### src/pwrseq_pkg.sv
// Package with constants and carrier types for the power sequencing pin block.
package pwrseq_pkg;

	// Clock rate and timing figures.
	localparam int unsigned CLK_HZ = 100_000_000;
	localparam int unsigned MAIN_PG_DELAY_MS = 400;
	localparam int unsigned RESUME_DELAY_MS = 66;
	localparam int unsigned DEEP_PG_DELAY_MS = 66;
	localparam int unsigned DEBOUNCE_MS = 50;
	localparam int unsigned REQ_PULSE_MS = 1;
	localparam int unsigned CYC_PER_MS = CLK_HZ / 1000;
	localparam int unsigned MAIN_PG_CYC = MAIN_PG_DELAY_MS * CYC_PER_MS;
	localparam int unsigned RESUME_CYC = RESUME_DELAY_MS * CYC_PER_MS;
	localparam int unsigned DEEP_PG_CYC = DEEP_PG_DELAY_MS * CYC_PER_MS;
	localparam int unsigned DEBOUNCE_CYC = DEBOUNCE_MS * CYC_PER_MS;
	localparam int unsigned REQ_PULSE_CYC = REQ_PULSE_MS * CYC_PER_MS;

	// Configuration field positions (index 2Ch bit 7 enables the second pair).
	localparam int unsigned CFG_DSW_B_BIT = 7;
	// Write-one pulse that clears the case latch; it sits at the case_clear field of the control word.
	localparam int unsigned CFG_CASE_CLEAR_BIT = 1;

	// LED blink rate selects: half periods in cycles.
	localparam int unsigned LED_HALF_0 = CLK_HZ / 2;
	localparam int unsigned LED_HALF_1 = CLK_HZ / 4;
	localparam int unsigned LED_HALF_2 = CLK_HZ / 8;
	localparam int unsigned LED_HALF_3 = CLK_HZ / 16;

	// Power states decoded from the sleep inputs.
	typedef enum logic [1:0] {
		PST_WORK,
		PST_RAM,
		PST_OFF
	} pstate_t;

	// Software controls, grouped.
	typedef struct packed {
		logic force_rst_a;
		logic force_rst_b;
		logic mem_high_in_off;
		logic erp_on_in_off;
		logic dsw_b_en;
		logic led_sb_en;
		logic led_main_en;
		logic [1:0] led_sb_rate;
		logic [1:0] led_main_rate;
		logic case_clear;
		logic wake_req;
	} sw_ctrl_t;

	// Status seen by software.
	typedef struct packed {
		logic case_open;
		logic vendor_b_style;
		logic reset_button;
		logic main_pg;
		logic deep_pg;
		pstate_t pstate;
	} sw_stat_t;

endpackage

### src/pwrseq_top.sv
// Power sequencing, reset and sleep-state pin logic of the standby-powered controller.
// Behaviour
// - Main power-good rises 400 ms after main supply detected good.
// - Resume-reset releases 66 ms after standby supply good at low threshold.
// - Deep-standby power-good asserts 66 ms after standby good at high threshold.
// - Reset button is debounced; a new level needs 50 ms of stability.
// - Both platform resets follow host bus reset, each software-forcible into reset.
// - Memory rail switch low working, high suspend-to-RAM, soft-off low unless programmed.
// - In soft-off both standby rail controls default to 1, cutting standby rail.
// - Keyboard CPU reset and address-20 gate are high after system reset.
// - Deep-sleep acknowledge asserts only after warn has been seen asserted.
// - Second warn/acknowledge pair works only when configuration bit 7 is set; the block takes this enable from control bit 8.
// - Power request output is active low and issued as a pulse.
// - Supply-on control switches external supply via its on-request line.
// - Power-good style strap sampled at power on; 0 selects second-vendor behaviour.
// - Core regulator and link rail enables are active high.
// - Standby and main LEDs blink at selectable rate when enabled.
// - Case intrusion is captured in a latch kept across main power loss.
// - Wake event output asks the system to resume from suspend-to-RAM.
module pwrseq_top #(
	parameter int unsigned MAIN_PG_CYC = pwrseq_pkg::MAIN_PG_CYC,
	parameter int unsigned RESUME_CYC = pwrseq_pkg::RESUME_CYC,
	parameter int unsigned DEEP_PG_CYC = pwrseq_pkg::DEEP_PG_CYC,
	parameter int unsigned DEBOUNCE_CYC = pwrseq_pkg::DEBOUNCE_CYC,
	parameter int unsigned REQ_PULSE_CYC = pwrseq_pkg::REQ_PULSE_CYC,
	parameter int unsigned LED_DIV = 1
) (
	// Clock and reset.
	input wire logic clk_i,
	input wire logic srst_i,
	// Supply detectors and strap.
	input wire logic main_supply_good_i,
	input wire logic standby_good_low_i,
	input wire logic standby_good_high_i,
	input wire logic power_good_style_strap_i,
	// Host reset and sleep-state inputs, active low.
	input wire logic host_bus_reset_n_i,
	input wire logic suspend_ram_in_n_i,
	input wire logic soft_off_in_n_i,
	// Buttons and case switch, active low.
	input wire logic reset_button_in_n_i,
	input wire logic power_button_in_n_i,
	input wire logic case_intrusion_in_n_i,
	// Deep-sleep handshake, active low.
	input wire logic deep_sleep_warn_a_n_i,
	input wire logic deep_sleep_warn_b_n_i,
	output logic deep_sleep_ack_a_n_o,
	output logic deep_sleep_ack_b_n_o,
	// Power-good and reset outputs.
	output logic main_power_good_o,
	output logic standby_resume_reset_n_o,
	output logic deep_standby_power_good_o,
	output logic platform_reset_out_a_n_o,
	output logic platform_reset_out_b_n_o,
	output logic reset_button_o,
	// Rail and supply controls.
	output logic memory_rail_switch_o,
	output logic standby_rail_ctrl_0_n_o,
	output logic standby_rail_ctrl_1_n_o,
	output logic supply_on_ctrl_n_o,
	output logic power_request_pulse_n_o,
	output logic core_reg_on_o,
	output logic link_rail_on_o,
	// Keyboard-side outputs and their request inputs.
	output logic keyboard_cpu_reset_n_o,
	output logic address_line_20_gate_o,
	input wire logic kbd_cpu_reset_req_i,
	input wire logic kbd_gate_low_req_i,
	// LEDs and wake.
	output logic standby_led_o,
	output logic main_led_o,
	output logic wake_event_n_o,
	// Register port.
	input wire logic [3:0] reg_addr_i,
	input wire logic [15:0] reg_wdata_i,
	input wire logic reg_we_i,
	input wire logic reg_re_i,
	output logic [15:0] reg_rdata_o
);
	localparam logic [3:0] REG_CTRL = 4'h0;
	localparam logic [3:0] REG_STAT = 4'h1;

	pwrseq_pkg::sw_ctrl_t ctrl_q;
	pwrseq_pkg::sw_stat_t stat;
	pwrseq_pkg::pstate_t pstate;
	logic main_pg_raw, deep_pg_raw, resume_ok, button_lvl;
	logic pwr_btn_q, strap_q, strap_done_q, case_q;
	logic warn_a_seen_q, warn_b_seen_q;
	logic [$clog2(REQ_PULSE_CYC + 1)-1:0] req_cnt_q;
	logic [31:0] led_cnt_sb_q, led_cnt_main_q;
	logic led_sb_q, led_main_q;

	// Half period of the LED blink for a rate select, scaled for simulation.
	function automatic logic [31:0] led_half(input logic [1:0] rate);
		unique case (rate)
			2'd0: led_half = 32'(pwrseq_pkg::LED_HALF_0 / LED_DIV);
			2'd1: led_half = 32'(pwrseq_pkg::LED_HALF_1 / LED_DIV);
			2'd2: led_half = 32'(pwrseq_pkg::LED_HALF_2 / LED_DIV);
			default: led_half = 32'(pwrseq_pkg::LED_HALF_3 / LED_DIV);
		endcase
	endfunction

	// Delayed power-good generators and the reset button filter.
	pg_delay #(.COUNT(MAIN_PG_CYC)) u_main_pg (
		.clk_i(clk_i), .srst_i(srst_i), .good_i(main_supply_good_i), .good_o(main_pg_raw));
	pg_delay #(.COUNT(RESUME_CYC)) u_resume (
		.clk_i(clk_i), .srst_i(srst_i), .good_i(standby_good_low_i), .good_o(resume_ok));
	pg_delay #(.COUNT(DEEP_PG_CYC)) u_deep_pg (
		.clk_i(clk_i), .srst_i(srst_i), .good_i(standby_good_high_i), .good_o(deep_pg_raw));
	debounce #(.COUNT(DEBOUNCE_CYC), .INIT(1'b1)) u_rst_btn (
		.clk_i(clk_i), .srst_i(srst_i), .raw_i(reset_button_in_n_i), .level_o(button_lvl));

	// Power state from the sleep inputs; soft-off takes precedence.
	always_comb begin
		if (!soft_off_in_n_i) begin
			pstate = pwrseq_pkg::PST_OFF;
		end else if (!suspend_ram_in_n_i) begin
			pstate = pwrseq_pkg::PST_RAM;
		end else begin
			pstate = pwrseq_pkg::PST_WORK;
		end
	end

	// Strap is caught once after reset release so a later change is ignored.
	always_ff @(posedge clk_i) begin
		if (srst_i) begin
			strap_q <= 1'b1;
			strap_done_q <= 1'b0;
		end else if (!strap_done_q) begin
			strap_q <= power_good_style_strap_i;
			strap_done_q <= 1'b1;
		end
	end

	// Power-good style: second-vendor style also gates on the resume reset being released.
	assign main_power_good_o = strap_q ? main_pg_raw : (main_pg_raw && resume_ok);
	assign standby_resume_reset_n_o = resume_ok;
	assign deep_standby_power_good_o = deep_pg_raw;
	assign reset_button_o = !button_lvl;

	// Platform resets follow the host bus reset or a software force, and the button.
	assign platform_reset_out_a_n_o = host_bus_reset_n_i && !ctrl_q.force_rst_a && button_lvl;
	assign platform_reset_out_b_n_o = host_bus_reset_n_i && !ctrl_q.force_rst_b && button_lvl;

	// Rails per power state.
	always_comb begin
		memory_rail_switch_o = 1'b0;
		standby_rail_ctrl_0_n_o = 1'b0;
		standby_rail_ctrl_1_n_o = 1'b0;
		unique case (pstate)
			pwrseq_pkg::PST_WORK: memory_rail_switch_o = 1'b0;
			pwrseq_pkg::PST_RAM: memory_rail_switch_o = 1'b1;
			pwrseq_pkg::PST_OFF: begin
				memory_rail_switch_o = ctrl_q.mem_high_in_off;
				standby_rail_ctrl_0_n_o = !ctrl_q.erp_on_in_off;
				standby_rail_ctrl_1_n_o = !ctrl_q.erp_on_in_off;
			end
			default: memory_rail_switch_o = 1'b0;
		endcase
	end

	// Supply on request is low (on) only in the working state; regulators follow main power.
	assign supply_on_ctrl_n_o = (pstate != pwrseq_pkg::PST_WORK);
	assign core_reg_on_o = main_pg_raw;
	assign link_rail_on_o = main_pg_raw;

	// Keyboard lines rest high after reset and drop only on a request.
	assign keyboard_cpu_reset_n_o = !kbd_cpu_reset_req_i;
	assign address_line_20_gate_o = !kbd_gate_low_req_i;

	// A power button press starts a fixed-length low pulse; holding the button does not extend it.
	always_ff @(posedge clk_i) begin
		if (srst_i) begin
			pwr_btn_q <= 1'b1;
			req_cnt_q <= '0;
		end else begin
			pwr_btn_q <= power_button_in_n_i;
			if (pwr_btn_q && !power_button_in_n_i && req_cnt_q == '0) begin
				req_cnt_q <= ($bits(req_cnt_q))'(REQ_PULSE_CYC);
			end else if (req_cnt_q != '0) begin
				req_cnt_q <= req_cnt_q - ($bits(req_cnt_q))'(1);
			end
		end
	end
	assign power_request_pulse_n_o = (req_cnt_q == '0);

	// Acknowledge only once the warn was seen; warn release withdraws it.
	always_ff @(posedge clk_i) begin
		if (srst_i) begin
			warn_a_seen_q <= 1'b0;
			warn_b_seen_q <= 1'b0;
		end else begin
			warn_a_seen_q <= !deep_sleep_warn_a_n_i;
			warn_b_seen_q <= !deep_sleep_warn_b_n_i && ctrl_q.dsw_b_en;
		end
	end
	assign deep_sleep_ack_a_n_o = !(warn_a_seen_q && !deep_sleep_warn_a_n_i);
	assign deep_sleep_ack_b_n_o = !(warn_b_seen_q && !deep_sleep_warn_b_n_i && ctrl_q.dsw_b_en);

	// Case intrusion latch; a new event wins over a software clear.
	always_ff @(posedge clk_i) begin
		if (srst_i) begin
			case_q <= 1'b0;
		end else if (!case_intrusion_in_n_i) begin
			case_q <= 1'b1;
		end else if (reg_we_i && reg_addr_i == REG_CTRL && reg_wdata_i[pwrseq_pkg::CFG_CASE_CLEAR_BIT]) begin
			case_q <= 1'b0;
		end
	end

	// Wake request is held while in suspend-to-RAM and software asks for it.
	assign wake_event_n_o = !(ctrl_q.wake_req && pstate == pwrseq_pkg::PST_RAM);

	// Standby LED blinker.
	always_ff @(posedge clk_i) begin
		if (srst_i || !ctrl_q.led_sb_en) begin
			led_cnt_sb_q <= '0;
			led_sb_q <= 1'b0;
		end else if (led_cnt_sb_q >= led_half(ctrl_q.led_sb_rate) - 32'd1) begin
			led_cnt_sb_q <= '0;
			led_sb_q <= !led_sb_q;
		end else begin
			led_cnt_sb_q <= led_cnt_sb_q + 32'd1;
		end
	end

	// Main LED blinker.
	always_ff @(posedge clk_i) begin
		if (srst_i || !ctrl_q.led_main_en) begin
			led_cnt_main_q <= '0;
			led_main_q <= 1'b0;
		end else if (led_cnt_main_q >= led_half(ctrl_q.led_main_rate) - 32'd1) begin
			led_cnt_main_q <= '0;
			led_main_q <= !led_main_q;
		end else begin
			led_cnt_main_q <= led_cnt_main_q + 32'd1;
		end
	end
	// A disabled LED shows steady on when its supply is up.
	assign standby_led_o = ctrl_q.led_sb_en ? led_sb_q : standby_good_low_i;
	assign main_led_o = ctrl_q.led_main_en ? led_main_q : main_pg_raw;

	// Control register write; the clear bit is a pulse and is not stored.
	always_ff @(posedge clk_i) begin
		if (srst_i) begin
			ctrl_q <= '0;
		end else if (reg_we_i && reg_addr_i == REG_CTRL) begin
			ctrl_q <= pwrseq_pkg::sw_ctrl_t'(reg_wdata_i[12:0]);
			ctrl_q.case_clear <= 1'b0;
		end
	end

	// Status and read data, one cycle after the read strobe.
	assign stat = '{case_open: case_q, vendor_b_style: !strap_q, reset_button: !button_lvl,
		main_pg: main_power_good_o, deep_pg: deep_pg_raw, pstate: pstate};
	always_ff @(posedge clk_i) begin
		if (srst_i) begin
			reg_rdata_o <= '0;
		end else if (reg_re_i) begin
			unique case (reg_addr_i)
				REG_CTRL: reg_rdata_o <= {3'd0, ctrl_q};
				REG_STAT: reg_rdata_o <= {9'd0, stat};
				default: reg_rdata_o <= '0;
			endcase
		end
	end
endmodule

### src/pg_delay.sv
// Delayed power-good generator: output rises after input good for a full count.
module pg_delay #(
	parameter int unsigned COUNT = 100
) (
	// Clock and reset.
	input wire logic clk_i,
	input wire logic srst_i,
	// Supply condition and delayed result.
	input wire logic good_i,
	output logic good_o
);
	localparam int unsigned W = $clog2(COUNT + 1);
	logic [W-1:0] cnt_q;

	// Count while good; any drop restarts the count and drops the output.
	always_ff @(posedge clk_i) begin
		if (srst_i || !good_i) begin
			cnt_q <= '0;
			good_o <= 1'b0;
		end else if (cnt_q == W'(COUNT - 1)) begin
			good_o <= 1'b1;
		end else begin
			cnt_q <= cnt_q + W'(1);
		end
	end
endmodule

### src/debounce.sv
// Input debouncer: accepts a new level only after it stays stable for COUNT cycles.
module debounce #(
	parameter int unsigned COUNT = 100,
	parameter logic INIT = 1'b1
) (
	// Clock and reset.
	input wire logic clk_i,
	input wire logic srst_i,
	// Raw and filtered level.
	input wire logic raw_i,
	output logic level_o
);
	localparam int unsigned W = $clog2(COUNT + 1);
	logic [W-1:0] cnt_q;

	// A differing raw level must persist; any bounce restarts the count.
	always_ff @(posedge clk_i) begin
		if (srst_i) begin
			cnt_q <= '0;
			level_o <= INIT;
		end else if (raw_i == level_o) begin
			cnt_q <= '0;
		end else if (cnt_q == W'(COUNT - 1)) begin
			level_o <= raw_i;
			cnt_q <= '0;
		end else begin
			cnt_q <= cnt_q + W'(1);
		end
	end
endmodule

### config.mk
export PLATFORM = sky130hd
export DESIGN_NAME = pwrseq_top
export DESIGN_NICKNAME = d
export VERILOG_FILES = /design/src/pwrseq_pkg.sv /design/src/pwrseq_top.sv /design/src/pg_delay.sv /design/src/debounce.sv
export SDC_FILE = /design/constraint.sdc
export NUM_CORES = 1
export LEC_CHECK = 0
export ABC_CLOCK_PERIOD_IN_PS = 2380
export BUFFER_PORTS_ARGS = -buffer_cell sky130_fd_sc_hd__buf_2
export CAP_MARGIN = 40
export CORE_ASPECT_RATIO = 0.7
export CORE_UTILIZATION = 54
export DETAILED_ROUTE_END_ITERATION = 16
export GPL_ROUTABILITY_DRIVEN = 0
export GPL_TIMING_DRIVEN = 0
export PLACE_DENSITY = 0.76
export RECOVER_POWER = 100
export REMOVE_ABC_BUFFERS = 1
export SETUP_SLACK_MARGIN = 0.3
export SKIP_LAST_GASP = 1
export SLEW_MARGIN = 20
export SYNTH_ARGS = -nofsm -noshare
export SYNTH_HDL_FRONTEND = slang
export SYNTH_SLANG_ARGS = --single-unit
### constraint.sdc
create_clock -name clk_i -period 2.38 [get_ports clk_i]
set_input_delay 0.119 -clock clk_i [delete_from_list [all_inputs] [get_ports clk_i]]
set_output_delay 0.119 -clock clk_i [all_outputs]
set_load 0.02 [all_outputs]
After elaboration in Yosys (flattened, before gate mapping)
Index checks and enable logic that the tools add are counted.
{"block": "word_totals", "ff_bits": 216, "inputBits": 38, "out_inout_bits": 36, "elab_cells": 124}
{"block": "classes", "n_addsub": 9, "magnitude_cmp": 2, "eq_ne": 13, "mux": 17, "bitwise": 1, "reduce_logical": 51}
{"cell": "26-bit case mux with 3 select lines", "n": 2}
{"cell": "23-bit by 1-bit adder with 23-bit output (second input constant)", "n": 3}
{"cell": "23-bit equality test (second input constant)", "n": 3}
{"cell": "32-bit by 1-bit adder with 32-bit output (second input constant)", "n": 2}
{"cell": "32-bit greater-or-equal comparator", "n": 2}
{"cell": "32-bit two-way mux", "n": 2}
{"cell": "32-bit by 1-bit subtractor with 32-bit output (second input constant)", "n": 2}
{"cell": "17-bit two-way mux", "n": 2}
{"cell": "26-bit by 1-bit adder with 26-bit output (second input constant)", "n": 1}
{"cell": "26-bit equality test (second input constant)", "n": 1}
{"cell": "13-bit case mux with 2 select lines", "n": 1}
{"cell": "1-bit logical NOT", "n": 20}
{"cell": "17-bit logical NOT", "n": 1}
{"cell": "17-bit nonzero test", "n": 1}
{"cell": "17-bit by 1-bit subtractor with 17-bit output (second input constant)", "n": 1}
{"cell": "1-bit logical AND", "n": 14}
{"cell": "1-bit two-way mux", "n": 8}
{"cell": "2-bit by 1-bit equality test with 1-bit output (second input constant)", "n": 3}
{"cell": "2-bit equality test (second input constant)", "n": 3}
{"cell": "2-bit OR reduction", "n": 3}
{"cell": "1-bit logical OR", "n": 5}
{"cell": "4-bit by 1-bit equality test with 1-bit output (second input constant)", "n": 1}
{"cell": "2-bit logical NOT", "n": 2}
{"cell": "4-bit logical NOT", "n": 1}
{"cell": "8 further kinds", "n": 9}

Logic depth before layout (Yosys ltp)
{"block": "logic_depth", "ltp_word": 6, "mapped_depth": 11, "ltp_nobuf": 10}

Cells and area by module
From an unflattened synthesis, not the netlist that was laid out.
{"block": "unflattened", "cells_unflattened": 1236, "area_unflattened_um2": 10777.8}
{"mod": "pwrseq_top", "n_inst": 1, "cells_per_inst": 648, "area_each_um2": 5671.7, "seq_area_each_um2": 2282.2}
{"mod": "pg_delay at u_deep_pg ...", "n_inst": 2, "cells_per_inst": 147, "area_each_um2": 1249.9, "seq_area_each_um2": 480.5}
{"mod": "pg_delay at u_main_pg", "n_inst": 1, "cells_per_inst": 165, "area_each_um2": 1488.9, "seq_area_each_um2": 540.5}
{"mod": "debounce", "n_inst": 1, "cells_per_inst": 129, "area_each_um2": 1117.3, "seq_area_each_um2": 480.5}

Worst setup path before layout
No wires, ideal clock.
{"block": "synth_timing", "path_type": "reg2reg", "from": "reg ctrl_q[4] (netlist name)", "to": "reg led_cnt_sb_q[17]", "setup_ns": 0.062, "arrival_ns": 2.329, "t_required_ns": 2.318, "setup_slack_ns": -0.011, "stages_incl_launch_ff": 11, "n_path_buf": 1, "synth_period_minus_slack_ns": 2.391, "path_cell_list": "dfxtp_1 nor2_1 inv_1 ha_1 or4_4 nor4_2 o221ai_1 a211oi_2 nand3_4 buf_8 nor2_4"}
{"block": "synth_via", "elab_chain_cells": 6, "elab_cells_between_ends": 8, "cone_classes": "add/sub (1); order compare (1); eq/ne (2); mux (2); reduce/logical (2)"}
{"item": "start, declared", "line": "pwrseq_top.sv:83", "source": "pwrseq_pkg::sw_ctrl_t ctrl_q;"}
{"item": "start signal, assigned", "line": "pwrseq_top.sv:248", "source": "ctrl_q <= pwrseq_pkg::sw_ctrl_t'(reg_wdata_i[12:0]);"}
{"item": "2-bit equality test (tied with other cells)", "line": "pwrseq_top.sv:95", "source": "unique case (rate)"}
{"item": "26-bit case mux with 3 select lines (*)", "line": "pwrseq_top.sv:95"}
{"item": "32-bit two-way mux (*)", "line": "pwrseq_top.sv:216", "source": "if (srst_i || !ctrl_q.led_sb_en) begin"}
{"item": "32-bit by 1-bit subtractor with 32-bit output (*)", "line": "pwrseq_top.sv:219", "source": "end else if (led_cnt_sb_q >= led_half(ctrl_q.led_sb_rate) - 32'd1) begin"}
{"item": "32-bit greater-or-equal comparator (*)", "line": "pwrseq_top.sv:219"}
{"item": "2-bit OR reduction (no source line) (*)"}
{"item": "end signal, assigned", "line": "pwrseq_top.sv:223", "source": "led_cnt_sb_q <= led_cnt_sb_q + 32'd1;"}
{"item": "end, declared", "line": "pwrseq_top.sv:90", "source": "logic [31:0] led_cnt_sb_q, led_cnt_main_q;"}
Mark *: on every way between the ends. The rest lies on a longest branch, timed or not. The select of a mux whose other input is x is not followed.
A chain may end at the register's enable or synchronous reset.

Worst setup path in the final report
{"block": "layout_timing", "from": "reg ctrl_q[3] (netlist name)", "to": "reg led_cnt_main_q[13]"}
{"block": "layout_via", "elab_chain_cells": 6, "elab_cells_between_ends": 8, "cone_classes": "add/sub (1); order compare (1); eq/ne (2); mux (2); reduce/logical (2)"}
{"item": "2-bit equality test (tied with other cells)", "line": "pwrseq_top.sv:95"}
{"item": "26-bit case mux with 3 select lines (*)", "line": "pwrseq_top.sv:95"}
{"item": "32-bit two-way mux (*)", "line": "pwrseq_top.sv:229", "source": "if (srst_i || !ctrl_q.led_main_en) begin"}
{"item": "32-bit by 1-bit subtractor with 32-bit output (*)", "line": "pwrseq_top.sv:232", "source": "end else if (led_cnt_main_q >= led_half(ctrl_q.led_main_rate) - 32'd1) begin"}
{"item": "32-bit greater-or-equal comparator (*)", "line": "pwrseq_top.sv:232"}
{"item": "2-bit OR reduction (no source line) (*)"}
{"item": "end signal, assigned", "line": "pwrseq_top.sv:236", "source": "led_cnt_main_q <= led_cnt_main_q + 32'd1;"}
{"item": "end, declared", "line": "pwrseq_top.sv:90"}
Marked as above.

==> flow_summary.toml <==
[outcome]
outcome = "finished with violations"
failed_checks = "hold timing, setup timing"

[die]
ioPinCount = 74
initial_core_util_pct = 55.43
die_area_mm2 = 0.01909
die_x_um = 164.7
dieHeight_um = 115.9
coreArea_mm2 = 0.01806
num_rows = 41

[drt]
via_per_inst = 5.605
drt_first_iter_violations = 611
ant_nets = 0
drcViolationCount = 0
wl_mm = 25.10
wl_per_cell_um = 16.46
num_vias = 8548
drtPass1Iterations = 5

[clock_tree]
cts-htree-levels = 1
clkTransAtPathRegs_ns = 0.06
worst_skew_pair.late_latency_ns = 0.51
cts_tree = "yes"
cts_buffers = 21
cts_buffer_depth = 3
cts_sinks = 213
cts-root-buf = "clkbuf_16"

[global_routing]
grt_pass1_wl_mm = 36.96
grt_pass1_vias = 7631
grt.overflow.total = 0
grt_max_degree = 40
globalRouteTotalUtil_pct = 23.97
antenna_found_initial = 0

[setup_path]
r2r-start = "ctrl_q[3]"
crit_path_top_delay_cell = "dfxtp_4"
cp_cell_sequence = "inv_6, nor2_4, ha_2, a21o_1, a211oi_2, a2111oi_4, o31ai_2, buf_4, nand3_4, buf_6, buf_12, a21oi_2"
crit_fanout = 6
cpPeakStageDelay_ns = 0.39
crit_buf_inv = 4
crit_required_ns = 2.82
critical_path.startpoint = "ctrl_q[3]"
crit_type = "reg -> reg"
cp_data_arrival_time_ns = 2.97
crit_family = "compound AO/OA/AOI/OAI gates"
worstSetupEndpointType = "flip-flop"
startpoint_type = "flip-flop"

[final_layout]
diodes = 0
fillers = 1322
drive_gt1_share_pct = 21.26
mostFrequentLayoutCells = "205 x dfxtp_1, 140 x nor2_1, 111 x nand2_1"
fin_area_mm2 = 0.01248
syn_to_final_growth_pct = 24.73
fin_nets = 1358
final_cell_count_no_fill = 1525
final-seq-area_mm2 = 0.004284
multi_input_area_mm2 = 0.006093
layout_commonest_cell = "dfxtp_1"

[yosys]
synthSimpleGateAreaFrac_pct = 29.12
async_flop_share_pct = 0
synthMuxAreaShare_pct = 0.7251
ys.flop_type = "dfxtp_1"
synthAdderAreaFrac_pct = 5.626
avgSynthCellArea_um2 = 8.680
yosysSeqAreaShare_pct = 42.61
synth_xor_area_share_pct = 11.99
synth_top_family_by_area = "simple AND/OR/NAND/NOR gates"
synth_edf_count = 0
synth_compound_gate_area_share_pct = 6.501
synth_area_mm2 = 0.01001
syn_inst = 1153
synth.distinct_cells = 66
ys_seq_elements = 213
yosys_warnings = 0

[placement]
dpl_cell_area_mm2 = 0.01054
place_inst = 1433
place.detailed.hpwl_mm = 14.41
portBuffers = 67
dp_slack_ns = -0.7090

[timing]
period_needed_ns = 2.529
tightest_slew_ns = 0.8494
max_slew_margin_pct = 43.38
finalHoldViolCount = 2
post-route-period-util_pct = 106.3
setup_ws_ns = -0.1494
fmax_mhz = 395.4
rsz0062_at_grt = "yes"
drv_slew = 0
setup_viol = 28
holdWs_ns = -0.008142
fin_worst_skew_ns = 0.01103

[flow_run]
drv_cap = 0

[min_path]
hold_class = "in -> reg"
min_from = "standby_good_low_i"

[pwr]
power_density_mw_per_mm2 = 649.2
ir_worst_vdd_uv = 752.0
total_leakage_power_nw = 4.655
## synthesized netlist by cell type, types with 15 or more instances
| cell type | count | area share, % |
|---|---|---|
| nor3_1 | 20 | 1.0 |
| inv_1 | 31 | 1.2 |
| nor2_1 | 177 | 6.6 |
| nand2_1 | 114 | 4.3 |
| ha_1 | 45 | 5.6 |
| dfxtp_1 | 213 | 43 |
| nand4_1 | 39 | 2.4 |
| a21oi_1 | 53 | 2.7 |
| o21ai_0 | 16 | 0.80 |
| nand3_1 | 63 | 3.2 |
| and3_1 | 37 | 2.3 |
| and4_1 | 15 | 1.3 |
| xnor2_1 | 44 | 3.9 |
| or3_1 | 16 | 1.0 |
| xor2_1 | 93 | 8.1 |
| clkbuf_1 | 25 | 0.94 |
## metrics by stage
step           total power, mW  setup TNS, ns  hold WS (ns)  util, %
3_5_place_dp             4.705         -32.92        0.2941    58.38
5_1_grt                  8.415         -3.922      0.004380    69.13
3_3_place_gp             4.682         -77.80        0.2921    58.03
6_report                 8.104         -3.312     -0.008142    69.13
4_1_cts                  8.058              0       0.02740    65.96
2_1_floorplan            4.488         -4.573        0.1857        -
## worst paths after layout
path | end | slack (ns) | depth (start not counted)
setup reg to reg | led_cnt_main_q[13] | -0.15 | 12
hold reg to reg | led_cnt_main_q[0] | 0.45 | 1
hold / removal | u_resume.cnt_q[0] | -0.008 | 3
setup / recovery | led_cnt_main_q[13] | -0.15 | 12
## routing by layer
| metal | track usage, % | wire [µm] |
|---|---|---|
| met5 | 0 | 0 |
| met4 | 10.52 | 1068 |
| met3 | 3.686 | 1261 |
| met2 | 36.86 | 11290 |
| met1 | 33.38 | 11470 |
## what timing repair did
| action | 4_1_cts | 5_1_grt |
|---|---|---|
| setup buffers | 20 | 10 |
| endpoints found under the setup margin | 88 | 119 |
| hold buffers | 21 | 0 |
| pin swaps | 41 | 61 |
| gates resized for setup | 61 | 113 |
| cloned | 3 | 0 |
| endpoints found under the hold margin | 21 | 0 |
## worst register-to-register path, cell delays in order, from the launching register on
cell and delay [ns]:
dfxtp_4 0.39, inv_6 0.09, nor2_4 0.05, ha_2 0.16
a21o_1 0.18, a211oi_2 0.38, a2111oi_4 0.16, o31ai_2 0.33
buf_4 0.19, nand3_4 0.12, buf_6 0.17, buf_12 0.14
a21oi_2 0.10
## kinds of logic after synthesis
kind of cell,count (synthesis)
buf+inv,75
simple gates,566
other cells,2
flops,213
xor+xnor,137
mux,7
fa+ha+maj,45
compound gates,108
## sequential cells by signal, summed over array words and instances (netlist names), 13 cells and up
register / flops
led_cnt_main_q: 32
led_cnt_sb_q: 32
u_main_pg.cnt_q: 26
u_deep_pg.cnt_q: 23
u_resume.cnt_q: 23
u_rst_btn.cnt_q: 23
req_cnt_q: 17
reg_rdata_o: 13
## layout make-up
type	count	share of cell area, %
Inverter	32	1.062
Clock inverter	13	0.9121
Clock buffer	24	4.540
Tap cell	236	2.365
Multi-Input combinational cell	881	48.81
Timing Repair Buffer	126	7.988
Sequential cell	213	34.32
## power by group
| group | switching, mW | total, mW | leakage (nW) | internal [mW] |
|---|---|---|---|---|
| sequential | 0.121 | 3.80 | 1.73 | 3.68 |
| clock | 1.45 | 3.28 | 0.324 | 1.83 |
| combinational | 0.561 | 1.02 | 2.60 | 0.463 |
Note: power is estimated with default switching activity, not from simulation.
